<file path="src/verilog/rsx_pkg.sv">
// package for the rotate / subtract / swap / xor execution datapath
package rsx_pkg;

  localparam int unsigned DATA_W = 8;
  localparam int unsigned ADDR_W = 7;

  // operation codes presented by the decoder
  typedef enum logic [2:0] {
    OP_NONE = 3'h0,
    OP_ROTATE_RIGHT_THRU_CARRY = 3'h1,
    OP_ROTATE_LEFT_THRU_CARRY = 3'h2,
    OP_SUB_ACCUM_FROM_REG = 3'h3,
    OP_NIBBLE_EXCHANGE = 3'h4,
    OP_XOR_IMMEDIATE_TO_ACCUM = 3'h5,
    OP_XOR_ACCUM_WITH_REG = 3'h6
  } rsx_op_t;

  // destination operand values
  localparam logic DEST_ACCUM = 1'b0;
  localparam logic DEST_REG = 1'b1;

  // status bit positions
  localparam int unsigned ST_CARRY = 0;
  localparam int unsigned ST_NIBBLE_SPILL = 1;
  localparam int unsigned ST_ZERO = 2;
  localparam int unsigned ST_W = 3;

  // field positions and reset values
  localparam int unsigned MSB = DATA_W - 1;
  localparam int unsigned NIB_LO_HI = 3;
  localparam int unsigned NIB_HI_LO = 4;
  localparam logic [DATA_W-1:0] ACCUM_RST = 8'h00;
  localparam logic [ST_W-1:0] STATUS_RST = 3'h0;
  localparam logic [DATA_W-1:0] DATA_ZERO = 8'h00;

  // one instruction as issued by the decoder
  typedef struct packed {
    rsx_op_t op;
    logic dest;
    logic [ADDR_W-1:0] addr;
    logic [DATA_W-1:0] reg_val;
    logic [DATA_W-1:0] literal;
  } rsx_instr_t;

  // result towards the register file
  typedef struct packed {
    logic wr_en;
    logic [ADDR_W-1:0] addr;
    logic [DATA_W-1:0] data;
  } rsx_wb_t;

endpackage

</file>
<file path="src/verilog/rsx_core.sv">
// combinational result and flag unit of the datapath
module rsx_core
  import rsx_pkg::*;
(
  input wire rsx_instr_t instr_i,
  input wire logic [DATA_W-1:0] accum_i,
  input wire logic [ST_W-1:0] status_i,
  output logic [DATA_W-1:0] result_o,
  output logic [ST_W-1:0] status_o,
  output logic writes_o
);

  logic [DATA_W:0] diff;
  logic [NIB_HI_LO:0] ndiff;
  logic carry_in;

  // borrow-free subtract: carry set means no borrow
  assign diff = {1'b0, instr_i.reg_val} + {1'b0, ~accum_i} + {{DATA_W{1'b0}}, 1'b1};
  assign ndiff = {1'b0, instr_i.reg_val[NIB_LO_HI:0]} + {1'b0, ~accum_i[NIB_LO_HI:0]}
    + {{NIB_HI_LO{1'b0}}, 1'b1};
  assign carry_in = status_i[ST_CARRY];

  // one result per operation, untouched flags pass through
  always_comb begin
    result_o = DATA_ZERO;
    status_o = status_i;
    writes_o = 1'b1;
    case (instr_i.op)
      OP_ROTATE_RIGHT_THRU_CARRY: begin
        result_o = {carry_in, instr_i.reg_val[MSB:1]};
        status_o[ST_CARRY] = instr_i.reg_val[0];
      end
      OP_ROTATE_LEFT_THRU_CARRY: begin
        result_o = {instr_i.reg_val[MSB-1:0], carry_in};
        status_o[ST_CARRY] = instr_i.reg_val[MSB];
      end
      OP_SUB_ACCUM_FROM_REG: begin
        result_o = diff[DATA_W-1:0];
        status_o[ST_CARRY] = diff[DATA_W];
        status_o[ST_NIBBLE_SPILL] = ndiff[NIB_HI_LO];
        status_o[ST_ZERO] = (diff[DATA_W-1:0] == DATA_ZERO);
      end
      OP_NIBBLE_EXCHANGE: begin
        result_o = {instr_i.reg_val[NIB_LO_HI:0], instr_i.reg_val[MSB:NIB_HI_LO]};
      end
      OP_XOR_IMMEDIATE_TO_ACCUM: begin
        result_o = accum_i ^ instr_i.literal;
        status_o[ST_ZERO] = ((accum_i ^ instr_i.literal) == DATA_ZERO);
      end
      OP_XOR_ACCUM_WITH_REG: begin
        result_o = accum_i ^ instr_i.reg_val;
        status_o[ST_ZERO] = ((accum_i ^ instr_i.reg_val) == DATA_ZERO);
      end
      default: begin
        writes_o = 1'b0;
      end
    endcase
  end

endmodule

</file>
<file path="src/verilog/rsx_alu.sv">
// execution datapath for rotate, subtract, swap and xor instructions
module rsx_alu
  import rsx_pkg::*;
(
  input wire logic clock_i,
  input wire logic rst_n_i,
  input wire logic issue_i,
  input wire rsx_instr_t instr_i,
  output logic [DATA_W-1:0] accum_o,
  output logic [ST_W-1:0] status_o,
  output rsx_wb_t wb_o,
  output logic done_o
);

  logic [DATA_W-1:0] accum_ff;
  logic [ST_W-1:0] status_ff;
  rsx_wb_t wb_ff;
  logic done_ff;
  logic [DATA_W-1:0] nxt_result;
  logic [ST_W-1:0] nxt_status;
  logic writes;
  logic to_reg;

  rsx_core u_core (
    .instr_i(instr_i),
    .accum_i(accum_ff),
    .status_i(status_ff),
    .result_o(nxt_result),
    .status_o(nxt_status),
    .writes_o(writes)
  );

  // immediate xor always lands in the accumulator whatever the dest bit says
  assign to_reg = (instr_i.dest == DEST_REG) && (instr_i.op != OP_XOR_IMMEDIATE_TO_ACCUM);

  // accumulator update
  always_ff @(posedge clock_i or negedge rst_n_i) begin
    if (!rst_n_i) begin
      accum_ff <= ACCUM_RST;
    end else if (issue_i && writes && !to_reg) begin
      accum_ff <= nxt_result;
    end
  end

  // status update; bits an op does not touch come back unchanged from the core
  always_ff @(posedge clock_i or negedge rst_n_i) begin
    if (!rst_n_i) begin
      status_ff <= STATUS_RST;
    end else if (issue_i && writes) begin
      status_ff <= nxt_status;
    end
  end

  // register file write-back, one cycle pulse with registered data
  always_ff @(posedge clock_i or negedge rst_n_i) begin
    if (!rst_n_i) begin
      wb_ff <= '0;
    end else begin
      wb_ff.wr_en <= issue_i && writes && to_reg;
      if (issue_i && writes) begin
        wb_ff.addr <= instr_i.addr;
        wb_ff.data <= nxt_result;
      end
    end
  end

  // completion pulse for every accepted operation
  always_ff @(posedge clock_i or negedge rst_n_i) begin
    if (!rst_n_i) begin
      done_ff <= 1'b0;
    end else begin
      done_ff <= issue_i && writes;
    end
  end

  assign accum_o = accum_ff;
  assign status_o = status_ff;
  assign wb_o = wb_ff;
  assign done_o = done_ff;

  // checks
  AST_RR_CARRY: assert property (@(posedge clock_i) disable iff (!rst_n_i)
    issue_i && instr_i.op == OP_ROTATE_RIGHT_THRU_CARRY |=>
    status_ff[ST_CARRY] == $past(instr_i.reg_val[0])) else $error("rotate right carry");
  AST_RR_DATA: assert property (@(posedge clock_i) disable iff (!rst_n_i)
    issue_i && instr_i.op == OP_ROTATE_RIGHT_THRU_CARRY && !to_reg |=>
    accum_ff == {$past(status_ff[ST_CARRY]), $past(instr_i.reg_val[MSB:1])})
    else $error("rotate right data");
  AST_DEST_REG: assert property (@(posedge clock_i) disable iff (!rst_n_i)
    issue_i && writes && to_reg |=> wb_ff.wr_en && $stable(accum_ff))
    else $error("register destination");
  AST_DEST_ACC: assert property (@(posedge clock_i) disable iff (!rst_n_i)
    issue_i && writes && !to_reg |=> !wb_ff.wr_en && accum_ff == wb_ff.data)
    else $error("accumulator destination");
  AST_SUB: assert property (@(posedge clock_i) disable iff (!rst_n_i)
    issue_i && instr_i.op == OP_SUB_ACCUM_FROM_REG |=>
    wb_ff.data == 8'($past(instr_i.reg_val) - $past(accum_ff)) &&
    status_ff[ST_CARRY] == ($past(instr_i.reg_val) >= $past(accum_ff)))
    else $error("subtract");
  AST_SWAP: assert property (@(posedge clock_i) disable iff (!rst_n_i)
    issue_i && instr_i.op == OP_NIBBLE_EXCHANGE |=>
    wb_ff.data == {$past(instr_i.reg_val[3:0]), $past(instr_i.reg_val[7:4])} &&
    $stable(status_ff)) else $error("swap");
  AST_XORL: assert property (@(posedge clock_i) disable iff (!rst_n_i)
    issue_i && instr_i.op == OP_XOR_IMMEDIATE_TO_ACCUM |=>
    accum_ff == ($past(accum_ff) ^ $past(instr_i.literal)) && !wb_ff.wr_en &&
    status_ff[1:0] == $past(status_ff[1:0])) else $error("xor immediate");
  AST_XORF: assert property (@(posedge clock_i) disable iff (!rst_n_i)
    issue_i && instr_i.op == OP_XOR_ACCUM_WITH_REG |=>
    wb_ff.data == ($past(accum_ff) ^ $past(instr_i.reg_val)) &&
    status_ff[1:0] == $past(status_ff[1:0])) else $error("xor register");
  AST_RL: assert property (@(posedge clock_i) disable iff (!rst_n_i)
    issue_i && instr_i.op == OP_ROTATE_LEFT_THRU_CARRY |=>
    wb_ff.data == {$past(instr_i.reg_val[6:0]), $past(status_ff[ST_CARRY])})
    else $error("rotate left");
  AST_ZERO: assert property (@(posedge clock_i) disable iff (!rst_n_i)
    issue_i && (instr_i.op == OP_SUB_ACCUM_FROM_REG || instr_i.op == OP_XOR_ACCUM_WITH_REG) |=>
    status_ff[ST_ZERO] == (wb_ff.data == DATA_ZERO)) else $error("zero flag");

  COV_RR_REG: cover property (@(posedge clock_i) disable iff (!rst_n_i)
    issue_i && instr_i.op == OP_ROTATE_RIGHT_THRU_CARRY && to_reg);
  COV_SUB_BORROW: cover property (@(posedge clock_i) disable iff (!rst_n_i)
    issue_i && instr_i.op == OP_SUB_ACCUM_FROM_REG ##1 !status_ff[ST_CARRY]);
  COV_XOR_ZERO: cover property (@(posedge clock_i) disable iff (!rst_n_i)
    issue_i && instr_i.op == OP_XOR_IMMEDIATE_TO_ACCUM ##1 status_ff[ST_ZERO]);
  COV_B2B: cover property (@(posedge clock_i) disable iff (!rst_n_i)
    issue_i && writes ##1 issue_i && writes);

endmodule

</file>
<file path="config.mk">
export PLATFORM = sky130hd
export DESIGN_NAME = rsx_alu
export DESIGN_NICKNAME = d
export VERILOG_FILES = /design/src/verilog/rsx_pkg.sv /design/src/verilog/rsx_core.sv /design/src/verilog/rsx_alu.sv
export SDC_FILE = /design/constraint.sdc
export NUM_CORES = 1
export LEC_CHECK = 0
export BUFFER_PORTS_ARGS = -buffer_cell sky130_fd_sc_hd__buf_4
export CORE_ASPECT_RATIO = 0.7
export CORE_UTILIZATION = 57
export DETAILED_ROUTE_END_ITERATION = 8
export PLACE_DENSITY = 0.95
export SYNTH_ARGS = -nofsm -noshare
export SYNTH_HDL_FRONTEND = slang
export SYNTH_SLANG_ARGS = --single-unit
</file>
<file path="constraint.sdc">
create_clock -name clock_i -period 6.05 [get_ports clock_i]
set_input_delay 0.9075 -clock clock_i [delete_from_list [all_inputs] [get_ports clock_i]]
set_output_delay 0.9075 -clock clock_i [all_outputs]
set_load 0.01 [all_outputs]
</file>
==> results.sh <==
export IMPL_status="finished, final reports clean"
export IMPL_syn_avg_cell_area_um2=8.08
export IMPL_worstSetupPathType="in2reg"
export IMPL_combPwrFrac=0.455
export IMPL_ys_seq_area_frac=0.334
export IMPL_antenna_found_initial=0
export IMPL_via_per_inst=6.43
export IMPL_area_delta_synth_final_pct=22.7
export IMPL_place_hpwl_um=4940
export IMPL_clock_tree_root_cell="clkbuf_8"
export IMPL_ys_top_cells_by_count="48 x nand2_1, 28 x dfrtp_1, 22 x o21ai_0"
export IMPL_ys_async_sr_fraction=1.00
export IMPL_worstHoldPathCells=2
export IMPL_fin_crit_ns=2.95
export IMPL_syn_cell_area_mm2=0.00210
export IMPL_wl_per_cell_um=17.8
export IMPL_vias=2288
export IMPL_grt_setup_unrepaired="no"
export IMPL_switching_power_uw=282
export IMPL_clockBufferDepth=2
export IMPL_cts_setup_buffers=0
export IMPL_fin_crit_sh=0.488
export IMPL_relSlewSlack=0.490
export IMPL_final_max_slew_viol_count=0
export IMPL_max_freq_mhz=339
export IMPL_die_y_um=52.8
export IMPL_synthDominantCellAreaShare=0.334
export IMPL_clockPowerShare=0.201
export IMPL_ctsHoldBuffers=0
export IMPL_hold_path_class="reg2reg"
export IMPL_netSwitchingFraction=0.386
export IMPL_p_per_area_mw_per_mm2=284
export IMPL_final_area_mm2=0.00258
export IMPL_r2r_slack_ns=3.54
export IMPL_drive_above_1_share=0.222
export IMPL_die_area_mm2=0.00393
export IMPL_clkLatencyLatePin_ns=0.28
export IMPL_end_kind="flop"
export IMPL_crit_required_ns=6.22
export IMPL_dr_pass1_iters=5
export IMPL_setup_violations=0
export IMPL_arrival_ns=3.12
export IMPL_dp_cells=352
export IMPL_yosysMostFrequentCell="nand2_1"
export IMPL_ys_top_cells_by_area="dfrtp_1 33%, nand2_1 8.6%, o21ai_0 5.2%"
export IMPL_fin_skew_ns=0.00489
export IMPL_synth_edf_count=0
export IMPL_maxCapViolCount=0
export IMPL_cp_cell_sequence="buf_4 -> or3_1 -> nand3_1 -> inv_1 -> nand2_1 -> nor2_1 -> a22o_1"
export IMPL_grt_overflow=0
export IMPL_tightest_slew_ns=0.763
export IMPL_clk_pin_slew_ns=0.10
export IMPL_hold_viol_final=0
export IMPL_fp_dieW_um=74.5
export IMPL_port_buffers=57
export IMPL_cts_buffers_inserted=3
export IMPL_grt_pass1_vias=2047
export IMPL_grt_max_degree=29
export IMPL_crit_fanout=28
export IMPL_ant_nets=0
export IMPL_power_total_uw=732
export IMPL_yosys_warnings=0
export IMPL_seq_power_share=0.344
export IMPL_wirelength_um=6320
export IMPL_ys_flop_type="dfrtp_1"
export IMPL_critPathBufInv=2
export IMPL_netlist_instances=260
export IMPL_start_util=0.598
export IMPL_instances_no_fill=356
export IMPL_final_setup_tns_ns=0
export IMPL_critical_path_top_delay_family="simple AND/OR/NAND/NOR gates"
export IMPL_critPathSlowestCell="nand3_1"
export IMPL_nets=346
export IMPL_synth_seq_cells=28
export IMPL_drt_iter0_drc=279
export IMPL_slowest_delay_ns=0.58
export IMPL_cts_resized=0
export IMPL_tritoncts="done"
export IMPL_grt_pass1_wl_um=9880
export IMPL_n_antenna_cell=0
export IMPL_r2r_cells=8
export IMPL_htree_levels=1
export IMPL_core_mm2=0.00351
export IMPL_finalWeightedCongestion=0.951
export IMPL_critPathLaunchType="input port"
export IMPL_synth_fp_nets=299
export IMPL_grt_use_total=0.349
export IMPL_power_leakage_nw=1.23
export IMPL_rows=18
export IMPL_synth_cell_types=51
export IMPL_intPower_uw=450
export IMPL_path_depth=7
export IMPL_peakVddDrop_mv=0.204
export IMPL_ios=58
export IMPL_postPlaceCellArea_mm2=0.00250
export IMPL_drc_errors=0
export IMPL_yosys_area_top_type="dfrtp_1"
export IMPL_clkSinkCount=28
export IMPL_fin_util=0.733
## through the flow
step                      hold slack, ns  worst slack [ns]
after floorplan                    0.510              3.31
after global placement             0.462              2.94
after detailed placement           0.464              2.83
after CTS                          0.490              3.12
after global routing               0.512              2.87
final                              0.482              3.10
## per-layer routing
layer	up-vias	wire (um)	track usage
li1	1026	-	-
met1	1072	2610	0.499
met2	161	2750	0.518
met3	29	768	0.0692
met4	0	195	0.129
met5	-	0	0
## power by group through the flow
| stage | combinational (mW) | clock, mW | sequential [mW] |
|---|---|---|---|
| finish | 0.333 | 0.147 | 0.252 |
| floorplan | 0.195 | 0 | 0.262 |
| detailed placement | 0.325 | 0 | 0.254 |
| global route | 0.364 | 0.156 | 0.255 |
| CTS | 0.327 | 0.147 | 0.251 |
| global placement | 0.316 | 0 | 0.252 |
## path summary, 6_finish.rpt
check,endpoint,from
min in group asynchronous,status_o[1],rst_n_i
worst min-delay path,status_o[1],status_o[1]
worst max register to register,status_o[2],accum_o[0]
worst min register to register,status_o[1],status_o[1]
worst max-delay path,accum_o[6],instr_i[26]
max in group asynchronous,accum_o[2],rst_n_i
## area by class of cell
| cell class | instances | area, um^2 |
|---|---|---|
| Multi-Input combinational cell | 200 | 1250 |
| Fill cell | 287 | 937 |
| Sequential cell | 28 | 701 |
| Timing Repair Buffer | 57 | 428 |
| Inverter | 17 | 63.8 |
| Tap cell | 50 | 62.6 |
| Clock buffer | 3 | 41.3 |
| Clock inverter | 1 | 30.0 |
## state kept, by name, indices dropped and copies added, names as in the netlist
register / cells
accum_o: 8
done_o: 1
status_o: 3
wb_o: 16
## cell families after synthesis
group                    after synthesis  share of synthesized area
AO/OA/AOI/OAI                         78                      0.256
XOR/XNOR                               9                     0.0375
adder cells (fa/ha/maj)                9                     0.0572
buffers and inverters                 32                     0.0709
flip-flops                            28                      0.334
multiplexers                           3                     0.0143
AND/OR/NAND/NOR                      101                      0.230
## worst min-delay path: stages, from the launching register on
cell and delay (ns):
dfrtp_1 0.35, nand2_1 0.04, o21ai_0 0.05
## cell usage in the layout (no fill, tap or decap), types with 5 or more instances in the layout
master and count:
xor2_1 7, ha_1 8, o211ai_1 5, a21oi_1 12, nor2_1 13, dfrtp_1 28
o21ai_0 22, nand2b_1 6, buf_4 57, nand3_1 5, inv_1 16, nor2b_1 6
a22o_1 5, o22ai_1 5, nand2_1 48
Note: power is estimated with default switching activity, not from simulation.
